`config.mk`:
```
export PLATFORM = sky130hd
export DESIGN_NAME = ccp_mode_and_timer_trigger
export DESIGN_NICKNAME = d
export VERILOG_FILES = /design/src/ccp_pkg.sv /design/src/ccp_mode_and_timer_trigger.sv /design/src/ccp_unit.sv /design/src/timer3_counter.sv
export VERILOG_INCLUDE_DIRS = /design/src /design/src/src
export SDC_FILE = /design/constraint.sdc
export NUM_CORES = 1
export LEC_CHECK = 0
export BUFFER_PORTS_ARGS = -buffer_cell sky130_fd_sc_hd__buf_4
export CAP_MARGIN = 20
export CORE_MARGIN = 3
export CORE_UTILIZATION = 55
export DETAILED_ROUTE_END_ITERATION = 10
export GPL_TIMING_DRIVEN = 1
export HOLD_SLACK_MARGIN = 0.02
export PLACE_DENSITY = 0.84
export REMOVE_ABC_BUFFERS = 1
export SETUP_SLACK_MARGIN = 0.02
export SYNTH_ARGS = -nofsm -noshare
export SYNTH_HDL_FRONTEND = slang
export SYNTH_HIERARCHICAL = 1
export SYNTH_SLANG_ARGS = --single-unit
export TNS_END_PERCENT = 100
```
`constraint.sdc`:
```
create_clock -name pclk -period 8.8 [get_ports pclk]
set_input_delay 1.32 -clock pclk [delete_from_list [all_inputs] [get_ports pclk]]
set_output_delay 1.32 -clock pclk [all_outputs]
set_load 0.02 [all_outputs]
```
`src/ccp_map.svh`:
```
// register map, field positions and mode codes of the two-unit capture/compare block
// assumes a 12-bit APB byte address and 32-bit data, one register per aligned word
`ifndef CCP_MAP_SVH
`define CCP_MAP_SVH

// register byte offsets
`define OFS_U1_CTL 12'h000
`define OFS_U1_DL 12'h004
`define OFS_U1_DH 12'h008
`define OFS_U2_CTL 12'h00C
`define OFS_U2_DL 12'h010
`define OFS_U2_DH 12'h014
`define OFS_T3_CTL 12'h018
`define OFS_T3_CL 12'h01C
`define OFS_T3_CH 12'h020
`define OFS_STAT 12'h024

// unit_mode_control fields
`define CTL_MODE_LSB 0
`define CTL_DUTY_LSB 4

// timer3_control fields
`define T3_ON_BIT 0
`define T3_CS_BIT 1
`define T3_SYNC_BIT 2
`define T3_ASGN_LO_BIT 3
`define T3_ASGN_HI_BIT 6

// status fields
`define ST_T3OVF 0
`define ST_U1EV 1
`define ST_U2EV 2
`define ST_T3ASYNC 3
`define ST_T1ASYNC 4

// reset values
`define CTL_RESET 6'h00
`define T3CTL_RESET 8'h00
`define DATA_RESET 16'h0000

// mode_select_field codes
`define MODE_OFF 4'h0
`define MODE_TOGGLE 4'h2
`define MODE_CAP_FALL 4'h4
`define MODE_CAP_RISE 4'h5
`define MODE_CAP_4 4'h6
`define MODE_CAP_16 4'h7
`define MODE_SET_HIGH 4'h8
`define MODE_SET_LOW 4'h9
`define MODE_SW_EVENT 4'hA
`define MODE_SPECIAL 4'hB

`endif

```
`src/ccp_pkg.sv`:
```
// state types of the capture/compare block and its timer3 counter
// assumes ccp_map.svh for the numbers
package ccp_pkg;
	typedef struct packed {
		logic [15:0] data;
		logic [3:0] mode_prev;
		logic pin_prev;
		logic match_prev;
		logic [3:0] presc;
		logic cmp_out;
	} unit_state_t;

	typedef struct packed {
		logic [15:0] count;
	} t3_state_t;

	typedef struct packed {
		logic [1:0][5:0] ctl;
		logic [7:0] t3ctl;
		logic [2:0] flags;
		logic [31:0] prdata;
		logic [1:0][9:0] duty;
		logic t1_rst;
		logic adc_start;
	} top_state_t;
endpackage : ccp_pkg

```
`src/ccp_mode_and_timer_trigger.sv`:
```
// top of the two-unit capture/compare block: APB registers, timer assignment,
// special event trigger, timer3 counter and pwm duty staging
// assumes timers 1 and 2 sit outside; all inputs synchronous to pclk
//
// Operation
// timer3-based unit in special mode resets timer3 count on match
// special reset is only dependable while timer3 is not an asynchronous counter
// unit 2 data pair acts as timer3 period in special mode
// software write to timer3 count beats a same-cycle special reset
// special reset never sets the timer3 overflow flag
// each unit holds one 16-bit data register for capture, compare, duty
// data pair is two software read/write bytes; control also read/write
// control bits 7 and 6 always read zero
// control bits 5:4 are the low two bits of the 10-bit duty
// mode 0000 disables and clears the unit; 0001, 0011 reserved
// mode 0010 toggles the pin on match and sets the event flag
// modes 0100-0111 capture on fall, rise, 4th rise, 16th rise
// mode 1000 starts pin low, forces high on match, sets flag
// mode 1001 starts pin high, forces low on match, sets flag
// mode 1010 sets only the flag; pin left to port latch
// mode 1011 sets flag, pulses special event, resets timer, asks conversion
// pwm modes 11xx use timer2; capture and compare use timer1 or timer3
// both units may run and share a timer chosen by assignment bits
// capture is not dependable on an asynchronous timer1
// pin fuse routes unit 2 to port c pin 1 when set, else port b pin 3
// only unit 2 special event starts a conversion, and only when enabled
// pwm units share timer2 and update duty on the same timer2 event
// assign bits: 1x timer3 for both, 01 timer3 for unit 2, 00 timer1
// unit event flag stays set until software clears it
//
// Implementation choices: the register addresses and the APB slave port.
`timescale 1ns/1ps
`include "ccp_map.svh"
module ccp_mode_and_timer_trigger import ccp_pkg::*; (
	// clock and reset
	input wire logic pclk,
	input wire logic presetn,
	// apb slave
	input wire logic psel,
	input wire logic penable,
	input wire logic pwrite,
	input wire logic [11:0] paddr,
	input wire logic [31:0] pwdata,
	output logic [31:0] prdata,
	output logic pready,
	output logic pslverr,
	// timer1 and timer2 outside
	input wire logic [15:0] timer1_count,
	input wire logic timer1_async,
	output logic timer1_reset,
	input wire logic timer2_update,
	// timer3 clocking
	input wire logic timer3_ext_tick,
	// a/d converter
	input wire logic adc_enabled,
	output logic adc_start,
	// unit 1 pin
	input wire logic unit1_pin_in,
	output logic unit1_pin_out,
	output logic unit1_pin_oe,
	// unit 2 pin choices
	input wire logic unit2_pin_select_fuse,
	input wire logic port_c_pin_1_in,
	output logic port_c_pin_1_out,
	output logic port_c_pin_1_oe,
	input wire logic port_b_pin_3_in,
	output logic port_b_pin_3_out,
	output logic port_b_pin_3_oe,
	// pwm duty for the pwm datapath
	output logic [9:0] pwm_duty1,
	output logic [9:0] pwm_duty2
);
	top_state_t q, d;

	// ------------------------------------------------------------
	// bus decode
	// ------------------------------------------------------------
	logic setup, wr;
	logic mapped;
	logic [31:0] rd;
	logic wr_t3ctl, wr_t3l, wr_t3h, wr_stat;

	assign setup = psel & !penable;
	assign wr = psel & penable & pwrite;
	// zero wait states: every access phase completes at once
	assign pready = 1'b1;
	assign pslverr = psel & penable & !mapped;
	assign prdata = q.prdata;

	assign wr_t3ctl = wr && (paddr == `OFS_T3_CTL);
	assign wr_t3l = wr && (paddr == `OFS_T3_CL);
	assign wr_t3h = wr && (paddr == `OFS_T3_CH);
	assign wr_stat = wr && (paddr == `OFS_STAT);

	// ------------------------------------------------------------
	// timer assignment
	// ------------------------------------------------------------
	logic [1:0] uses_t3;
	logic [1:0] pwm_mode;
	logic [1:0][3:0] mode;
	logic [1:0][15:0] base;
	logic [1:0][15:0] udata;
	logic [1:0] ev;
	logic [1:0] sp;
	logic [1:0] pin_in;
	logic [1:0] pin_out;
	logic [1:0] pin_oe;
	logic [1:0] wr_ctl, wr_dl, wr_dh;
	logic [15:0] t3_count;
	logic t3_ovf;
	logic t3_special;
	logic t3_async;

	assign uses_t3[0] = q.t3ctl[`T3_ASGN_HI_BIT];
	assign uses_t3[1] = q.t3ctl[`T3_ASGN_HI_BIT] | q.t3ctl[`T3_ASGN_LO_BIT];

	// ------------------------------------------------------------
	// the two units
	// ------------------------------------------------------------
	genvar gi;
	generate
		for (gi = 0; gi < 2; gi++) begin : g_unit
			localparam logic [11:0] OFS_CTL = (gi == 0) ? `OFS_U1_CTL : `OFS_U2_CTL;
			localparam logic [11:0] OFS_DL = (gi == 0) ? `OFS_U1_DL : `OFS_U2_DL;
			localparam logic [11:0] OFS_DH = (gi == 0) ? `OFS_U1_DH : `OFS_U2_DH;

			assign wr_ctl[gi] = wr && (paddr == OFS_CTL);
			assign wr_dl[gi] = wr && (paddr == OFS_DL);
			assign wr_dh[gi] = wr && (paddr == OFS_DH);
			assign mode[gi] = q.ctl[gi][3:0];
			assign pwm_mode[gi] = (mode[gi][3:2] == 2'b11);
			// both units may pick the same timer; no arbitration needed
			assign base[gi] = uses_t3[gi] ? t3_count : timer1_count;

			ccp_unit u_unit (
				.pclk(pclk),
				.presetn(presetn),
				.mode(mode[gi]),
				.timer_count(base[gi]),
				.pin_in(pin_in[gi]),
				.wr_low(wr_dl[gi]),
				.wr_high(wr_dh[gi]),
				.wdata(pwdata[7:0]),
				.data(udata[gi]),
				.event_pulse(ev[gi]),
				.special_pulse(sp[gi]),
				.pin_out(pin_out[gi]),
				.pin_oe(pin_oe[gi])
			);
		end
	endgenerate

	// ------------------------------------------------------------
	// pin routing
	// ------------------------------------------------------------
	assign pin_in[0] = unit1_pin_in;
	assign pin_in[1] = unit2_pin_select_fuse ? port_c_pin_1_in : port_b_pin_3_in;
	assign unit1_pin_out = pin_out[0];
	assign unit1_pin_oe = pin_oe[0];
	// the fuse moves both the signal and its output enable; the other pin is not driven
	assign port_c_pin_1_out = unit2_pin_select_fuse & pin_out[1];
	assign port_c_pin_1_oe = unit2_pin_select_fuse & pin_oe[1];
	assign port_b_pin_3_out = !unit2_pin_select_fuse & pin_out[1];
	assign port_b_pin_3_oe = !unit2_pin_select_fuse & pin_oe[1];

	// ------------------------------------------------------------
	// timer3 and the special event
	// ------------------------------------------------------------
	// unit 2 data then works as the timer3 period
	assign t3_special = (sp[0] & uses_t3[0]) | (sp[1] & uses_t3[1]); // see R01
	// reset is still applied in async mode, but it may land on a torn count
	assign t3_async = q.t3ctl[`T3_CS_BIT] & q.t3ctl[`T3_SYNC_BIT];

	timer3_counter u_t3 (
		.pclk(pclk),
		.presetn(presetn),
		.on(q.t3ctl[`T3_ON_BIT]),
		.ext_sel(q.t3ctl[`T3_CS_BIT]),
		.ext_tick(timer3_ext_tick),
		.special_reset(t3_special),
		.wr_low(wr_t3l),
		.wr_high(wr_t3h),
		.wdata(pwdata[7:0]),
		.count(t3_count),
		.ovf(t3_ovf)
	);

	assign timer1_reset = q.t1_rst;
	assign adc_start = q.adc_start;
	assign pwm_duty1 = q.duty[0];
	assign pwm_duty2 = q.duty[1];

	// ------------------------------------------------------------
	// register file
	// ------------------------------------------------------------
	always_comb begin
		d = q;
		rd = 32'h0000_0000;
		mapped = 1'b1;
		case (paddr)
			`OFS_U1_CTL: rd = {26'h000_0000, q.ctl[0]};
			`OFS_U1_DL: rd = {24'h00_0000, udata[0][7:0]};
			`OFS_U1_DH: rd = {24'h00_0000, udata[0][15:8]};
			`OFS_U2_CTL: rd = {26'h000_0000, q.ctl[1]};
			`OFS_U2_DL: rd = {24'h00_0000, udata[1][7:0]};
			`OFS_U2_DH: rd = {24'h00_0000, udata[1][15:8]};
			`OFS_T3_CTL: rd = {24'h00_0000, q.t3ctl};
			`OFS_T3_CL: rd = {24'h00_0000, t3_count[7:0]};
			`OFS_T3_CH: rd = {24'h00_0000, t3_count[15:8]};
			// async flags warn that reset and capture cannot be trusted
			`OFS_STAT: rd = {27'h000_0000, timer1_async, t3_async, q.flags}; // see R02
			default: mapped = 1'b0;
		endcase
		if (setup) begin
			d.prdata = rd;
		end
		for (int i = 0; i < 2; i++) begin
			if (wr_ctl[i]) begin
				d.ctl[i] = pwdata[5:0];
			end
			// duty low bits only matter in pwm; staged on the shared timer2 event
			if (timer2_update && pwm_mode[i]) begin
				d.duty[i] = {udata[i][7:0], q.ctl[i][`CTL_DUTY_LSB +: 2]}; // see R09
			end
			// set wins over a same-cycle write-one clear
			d.flags[i + 1] = (q.flags[i + 1] & !(wr_stat & pwdata[i + 1])) | ev[i];
		end
		d.flags[`ST_T3OVF] = (q.flags[`ST_T3OVF] & !(wr_stat & pwdata[`ST_T3OVF])) | t3_ovf;
		if (wr_t3ctl) begin
			d.t3ctl = pwdata[7:0];
		end
		d.t1_rst = (sp[0] & !uses_t3[0]) | (sp[1] & !uses_t3[1]);
		// unit 1 special event resets its timer but never converts
		d.adc_start = sp[1] & adc_enabled;
	end

	always_ff @(posedge pclk or negedge presetn) begin
		if (!presetn) begin
			q.ctl <= {`CTL_RESET, `CTL_RESET};
			q.t3ctl <= `T3CTL_RESET;
			q.flags <= 3'h0;
			q.prdata <= 32'h0000_0000;
			q.duty <= 20'h0_0000;
			q.t1_rst <= 1'b0;
			q.adc_start <= 1'b0;
		end else begin
			q <= d;
		end
	end
endmodule : ccp_mode_and_timer_trigger

```
`src/ccp_unit.sv`:
```
// one capture/compare unit: data register, capture edges, compare pin actions
// assumes pin_in is synchronous and timer_count is the selected time base
`timescale 1ns/1ps
`include "ccp_map.svh"
module ccp_unit import ccp_pkg::*; (
	// clock and reset
	input wire logic pclk,
	input wire logic presetn,
	// configuration and time base
	input wire logic [3:0] mode,
	input wire logic [15:0] timer_count,
	input wire logic pin_in,
	// software access to the data pair
	input wire logic wr_low,
	input wire logic wr_high,
	input wire logic [7:0] wdata,
	// results
	output logic [15:0] data,
	output logic event_pulse,
	output logic special_pulse,
	output logic pin_out,
	output logic pin_oe
);
	unit_state_t q, d;
	logic cap, cmp, rise, fall, eq, hit, cap_ev;

	assign cap = (mode[3:2] == 2'b01);
	assign cmp = (mode == `MODE_TOGGLE) || (mode[3:2] == 2'b10);
	assign rise = pin_in & !q.pin_prev;
	assign fall = !pin_in & q.pin_prev;
	assign eq = (timer_count == q.data);
	assign hit = cmp & eq & !q.match_prev;
	assign cap_ev = cap & ((mode == `MODE_CAP_FALL) ? fall : rise) & ((mode == `MODE_CAP_4) ? (q.presc == 4'h3) :
		(mode == `MODE_CAP_16) ? (q.presc == 4'hF) : 1'b1);
	assign event_pulse = hit | cap_ev;
	assign special_pulse = hit & (mode == `MODE_SPECIAL);
	assign data = q.data;
	assign pin_out = q.cmp_out;
	// sw-event and special modes leave the pin to its port latch
	assign pin_oe = (mode == `MODE_TOGGLE) || (mode == `MODE_SET_HIGH) || (mode == `MODE_SET_LOW);

	always_comb begin
		d = q;
		d.pin_prev = pin_in;
		d.mode_prev = mode;
		d.match_prev = eq;
		if (!cap) begin
			d.presc = 4'h0;
		end else if (rise && (mode == `MODE_CAP_4 || mode == `MODE_CAP_16)) begin
			d.presc = cap_ev ? 4'h0 : q.presc + 4'h1;
		end
		if (mode != q.mode_prev && mode == `MODE_SET_HIGH) begin
			d.cmp_out = 1'b0;
		end
		if (mode != q.mode_prev && mode == `MODE_SET_LOW) begin
			d.cmp_out = 1'b1;
		end
		if (hit) begin
			unique case (mode)
				`MODE_TOGGLE: d.cmp_out = !q.cmp_out;
				`MODE_SET_HIGH: d.cmp_out = 1'b1;
				`MODE_SET_LOW: d.cmp_out = 1'b0;
				default: d.cmp_out = q.cmp_out;
			endcase
		end
		if (cap_ev) begin
			d.data = timer_count;
		end
		if (mode == `MODE_OFF) begin
			d.cmp_out = 1'b0;
			d.presc = 4'h0;
			d.match_prev = 1'b0;
		end
		if (wr_low) begin
			d.data[7:0] = wdata;
		end
		if (wr_high) begin
			d.data[15:8] = wdata;
		end
	end

	always_ff @(posedge pclk or negedge presetn) begin
		if (!presetn) begin
			q <= '0;
		end else begin
			q <= d;
		end
	end
endmodule : ccp_unit

```
`src/timer3_counter.sv`:
```
// timer3 count pair with special-event reset and byte writes
// assumes ext_tick is one pclk wide and synchronous
`timescale 1ns/1ps
`include "ccp_map.svh"
module timer3_counter import ccp_pkg::*; (
	// clock and reset
	input wire logic pclk,
	input wire logic presetn,
	// control
	input wire logic on,
	input wire logic ext_sel,
	input wire logic ext_tick,
	input wire logic special_reset,
	// software access
	input wire logic wr_low,
	input wire logic wr_high,
	input wire logic [7:0] wdata,
	// result
	output logic [15:0] count,
	output logic ovf
);
	t3_state_t q, d;
	logic tick;

	assign tick = on & (ext_sel ? ext_tick : 1'b1);
	// a reset or a write in the same cycle steals the wrap
	assign ovf = tick & (q.count == 16'hFFFF) & !special_reset & !wr_low & !wr_high;
	assign count = q.count;

	always_comb begin
		d = q;
		if (tick) begin
			d.count = q.count + 16'h0001;
		end
		if (special_reset) begin
			d.count = 16'h0000;
		end
		// software write overrides the special-event reset
		if (wr_low) begin
			d.count[7:0] = wdata;
		end
		if (wr_high) begin
			d.count[15:8] = wdata;
		end
	end

	always_ff @(posedge pclk or negedge presetn) begin
		if (!presetn) begin
			q <= '0;
		end else begin
			q <= d;
		end
	end
endmodule : timer3_counter

```
==> flow_summary.json <==
{
  "r2r_start": "q[63]$_DFFE_PN0P_",
  "timing.critical_path.to_type": "register",
  "global_route_wire_length_before_repair_mm": 34.5,
  "drt_via_density": 6.33,
  "design.die.area_um2": 16300,
  "setup.reg_to_reg.worst_slack_ns": 3.79,
  "netlist_area_um2": 8170,
  "buffer_cell_driving_the_clock_tree_root": "sky130_fd_sc_hd__clkbuf_16",
  "yosysSeqAreaShare_pct": 37.7,
  "fin_tns_setup_ns": 0,
  "tritoncts": "yes",
  "grt_usage_pct": 27.2,
  "grt_max_degree": 67,
  "finish.instance_area_um2": 8910,
  "nets": 930,
  "worst_pin_slew_ns": 1.06,
  "dr.pass1.iters": 5,
  "cts-hold-fix-buffers": 0,
  "final_layout_size_suffix_gt1_share_pct": 28.4,
  "ys_ff_latch": 123,
  "timing.setup.critical_path_class": "reg2reg",
  "detailroute.via_count": 6623,
  "r2r_end": "u_t3/count[13]$_DFFE_PN0P_",
  "finalCriticalPeriod_ns": 5.01,
  "hold_path_end": "q[56]$_DFF_PN0_",
  "finalPower_mw": 1.37,
  "post-route-util_pct": 62.7,
  "post_synth_most_frequent_cells": "123 x sky130_fd_sc_hd__dfrtp_1, 87 x sky130_fd_sc_hd__buf_4, 83 x sky130_fd_sc_hd__nand2_1, 76 x sky130_fd_sc_hd__mux2_2, 65 x sky130_fd_sc_hd__a21oi_1",
  "area_growth_pct": 9.07,
  "max-clock-path-buffers": 2,
  "tritoncts.num_buffers": 17,
  "drc": 0,
  "timing.reg2reg.worst_path_depth": 15,
  "powerDensity_nw_per_um2": 154,
  "cts_repair_resize_count": 0,
  "setup_repair_after_global_routing_missed_its_margin": "no",
  "diodes": 0,
  "port_buffers": 85,
  "synth.most_common_cell": "sky130_fd_sc_hd__dfrtp_1",
  "slew_headroom_pct": 29.4,
  "setup.worst_path.start_class": "register",
  "run_status": "finished, final reports clean",
  "fill_cells": 1146,
  "fin_worst_skew_ns": 0.00652,
  "clock_sink_count": 123,
  "hold_depth": 1,
  "clock_insertion_delay_worst_skew_ns": 0.42,
  "hold_viol": 0,
  "grt_antenna_before_repair": 0,
  "initial_core_util_pct": 57.5,
  "synth_top_flop_cell": "sky130_fd_sc_hd__dfrtp_1",
  "totalWireLength_mm": 22.0,
  "dieWidth_um": 128,
  "wl_per_cell_um": 21.0,
  "placementRows": 43,
  "period_share_pct": 57.0,
  "gr-total-overflow": 0,
  "p_leak_nw": 4.00,
  "postCtsSetupBuffers": 0,
  "io-pin-count": 135,
  "placeable_core_region_um2": 14200,
  "dpl-instance-area_um2": 8300,
  "worstHoldStart": "q[56]$_DFF_PN0_",
  "netlist_top_cells_area": "sky130_fd_sc_hd__dfrtp_1 38%, sky130_fd_sc_hd__mux2_2 10%, sky130_fd_sc_hd__buf_4 8.0%",
  "synth_edf_count": 0,
  "total_number_of_yosys_warnings": 6,
  "ir_worst_vdd_mv": 0.117,
  "final_antenna_net_count": 0,
  "cap_viol_max_count": 0,
  "first_global_vias": 6418,
  "maxClockFrequency_mhz": 200,
  "crit_path_max_fanout": 21,
  "fp.dieH_um": 128,
  "worst_ep_arrival_time_ns": 5.32,
  "worst_ep_required_time_ns": 9.11,
  "gp_congestion": 0.953,
  "synth_top_cell_by_area": "sky130_fd_sc_hd__dfrtp_1",
  "drtIter0Drc": 817,
  "setup_viol": 0,
  "cts.htree.levels": 4,
  "synth_area_per_cell_um2": 9.71,
  "post-synth-top-area-fraction_pct": 37.7,
  "dp_hpwl_mm": 15.3,
  "synth_unique_cells": 71,
  "maxSlewViolCount": 0,
  "postSynthCellCount": 841,
  "clkTransAtPathRegs_ns": 0.06,
  "type_of_the_tightest_min_delay_check": "reg2reg",
  "asyncSetResetFlopFracSynth_pct": 100
}
how the worst max path moves through the flow:
stage          depth (start not counted)         startpoint  slack, ns                         end
2_1_floorplan                         13  q[63]$_DFFE_PN0P_       4.35  u_t3/count[13]$_DFFE_PN0P_
3_3_place_gp                          15  q[63]$_DFFE_PN0P_       4.06  u_t3/count[13]$_DFFE_PN0P_
5_1_grt                               15  q[63]$_DFFE_PN0P_       3.52  u_t3/count[13]$_DFFE_PN0P_
3_5_place_dp                          15  q[63]$_DFFE_PN0P_       3.96  u_t3/count[13]$_DFFE_PN0P_
4_1_cts                               15  q[63]$_DFFE_PN0P_       3.96  u_t3/count[13]$_DFFE_PN0P_
6_report                              15  q[63]$_DFFE_PN0P_       3.79  u_t3/count[13]$_DFFE_PN0P_
cells by family after synthesis:
group | synth area share, %
simple gates | 18.7
compound gates | 13.7
buf+inv | 10.9
flops | 37.7
mux | 14.0
xor+xnor | 4.40
fa+ha+maj | 0.460
other cells | 0.0920
report_power, final:
group	leakage (nW)	total, mW	switching [mW]	internal [mW]
clock network	0.277	0.711	0.268	0.443
logic	2.04	0.0880	0.0593	0.0287
registers	1.69	0.570	0.00230	0.568
routing by layer:
| metal | wire length [um] | up-vias | GRT usage [%] | share of wire (%) |
|---|---|---|---|---|
| li1 | - | 2956 | - | - |
| met1 | 9140 | 3207 | 37.1 | 42 |
| met2 | 9960 | 392 | 41.4 | 45 |
| met3 | 2080 | 68 | 7.08 | 9.5 |
| met4 | 808 | 0 | 10.8 | 3.7 |
| met5 | 0 | - | 0 | 0 |
metrics by stage:
step | instances | hold slack, ns | worst slack, ns
2_1_floorplan | 744 | 0.444 | 4.35
3_3_place_gp | 1015 | 0.456 | 4.06
3_5_place_dp | 1015 | 0.464 | 3.96
4_1_cts | 1047 | 0.477 | 3.96
5_1_grt | 1047 | 0.488 | 3.52
6_report | 1047 | 0.475 | 3.79
state kept, by name (all words and copies together) (netlist names):
register	cells
adc_start	1
g_unit.u_unit/data	32
g_unit.u_unit/pin_out	2
g_unit.u_unit/q	20
mode	8
prdata	8
pwm_duty1	10
pwm_duty2	10
q	15
timer1_reset	1
u_t3/count	16
layout by cell type, fill, tap and decap left out, types with 4 or more instances in the layout:
cell / n
sky130_fd_sc_hd__or3_1: 11
sky130_fd_sc_hd__nand2_1: 83
sky130_fd_sc_hd__a211oi_1: 5
sky130_fd_sc_hd__a21oi_2: 20
sky130_fd_sc_hd__inv_1: 9
sky130_fd_sc_hd__buf_4: 91
sky130_fd_sc_hd__nor4_1: 14
sky130_fd_sc_hd__clkinvlp_4: 6
sky130_fd_sc_hd__a22oi_1: 5
sky130_fd_sc_hd__mux2_2: 76
sky130_fd_sc_hd__nor2b_1: 38
sky130_fd_sc_hd__dfrtp_1: 123
sky130_fd_sc_hd__mux2i_1: 15
sky130_fd_sc_hd__and3_1: 8
sky130_fd_sc_hd__conb_1: 25
sky130_fd_sc_hd__nor2_1: 35
sky130_fd_sc_hd__clkbuf_16: 17
sky130_fd_sc_hd__o31ai_1: 4
sky130_fd_sc_hd__xor2_1: 36
sky130_fd_sc_hd__nand2b_1: 8
sky130_fd_sc_hd__a21oi_1: 65
sky130_fd_sc_hd__nand3_1: 21
sky130_fd_sc_hd__a22o_1: 4
sky130_fd_sc_hd__mux4_2: 6
sky130_fd_sc_hd__nor3_1: 8
sky130_fd_sc_hd__xnor2_1: 5
sky130_fd_sc_hd__and2_1: 5
sky130_fd_sc_hd__o211ai_1: 8
sky130_fd_sc_hd__a21o_1: 4
sky130_fd_sc_hd__nand4_1: 16
sky130_fd_sc_hd__o21ai_0: 16
sky130_fd_sc_hd__a31oi_1: 6
cell type report:
class	count	area, um2	share of cell area [%]
timing repair buffer	91	683	7.67
clock buffer	17	425	4.78
tap	180	225	2.53
inverter	9	33.8	0.379
sequential	123	3080	34.6
clock inverter	15	176	1.98
multi-input combinational	612	4280	48.1
critical path, stage by stage, from the launching register on:
cell and delay, ns:
sky130_fd_sc_hd__dfrtp_1 0.70, sky130_fd_sc_hd__nor2_1 0.62, sky130_fd_sc_hd__buf_4 0.30, sky130_fd_sc_hd__mux2_2 0.38
sky130_fd_sc_hd__xor2_1 0.15, sky130_fd_sc_hd__nor4_1 0.38, sky130_fd_sc_hd__nand4_1 0.23, sky130_fd_sc_hd__or4_4 0.54
sky130_fd_sc_hd__nor3_1 0.44, sky130_fd_sc_hd__a21oi_1 0.13, sky130_fd_sc_hd__nor2_1 0.15, sky130_fd_sc_hd__buf_4 0.22
sky130_fd_sc_hd__nor2_1 0.17, sky130_fd_sc_hd__nand2_1 0.13, sky130_fd_sc_hd__mux2i_1 0.08, sky130_fd_sc_hd__a211o_1 0.26
No activity file was read; power rests on OpenSTA's default activity.
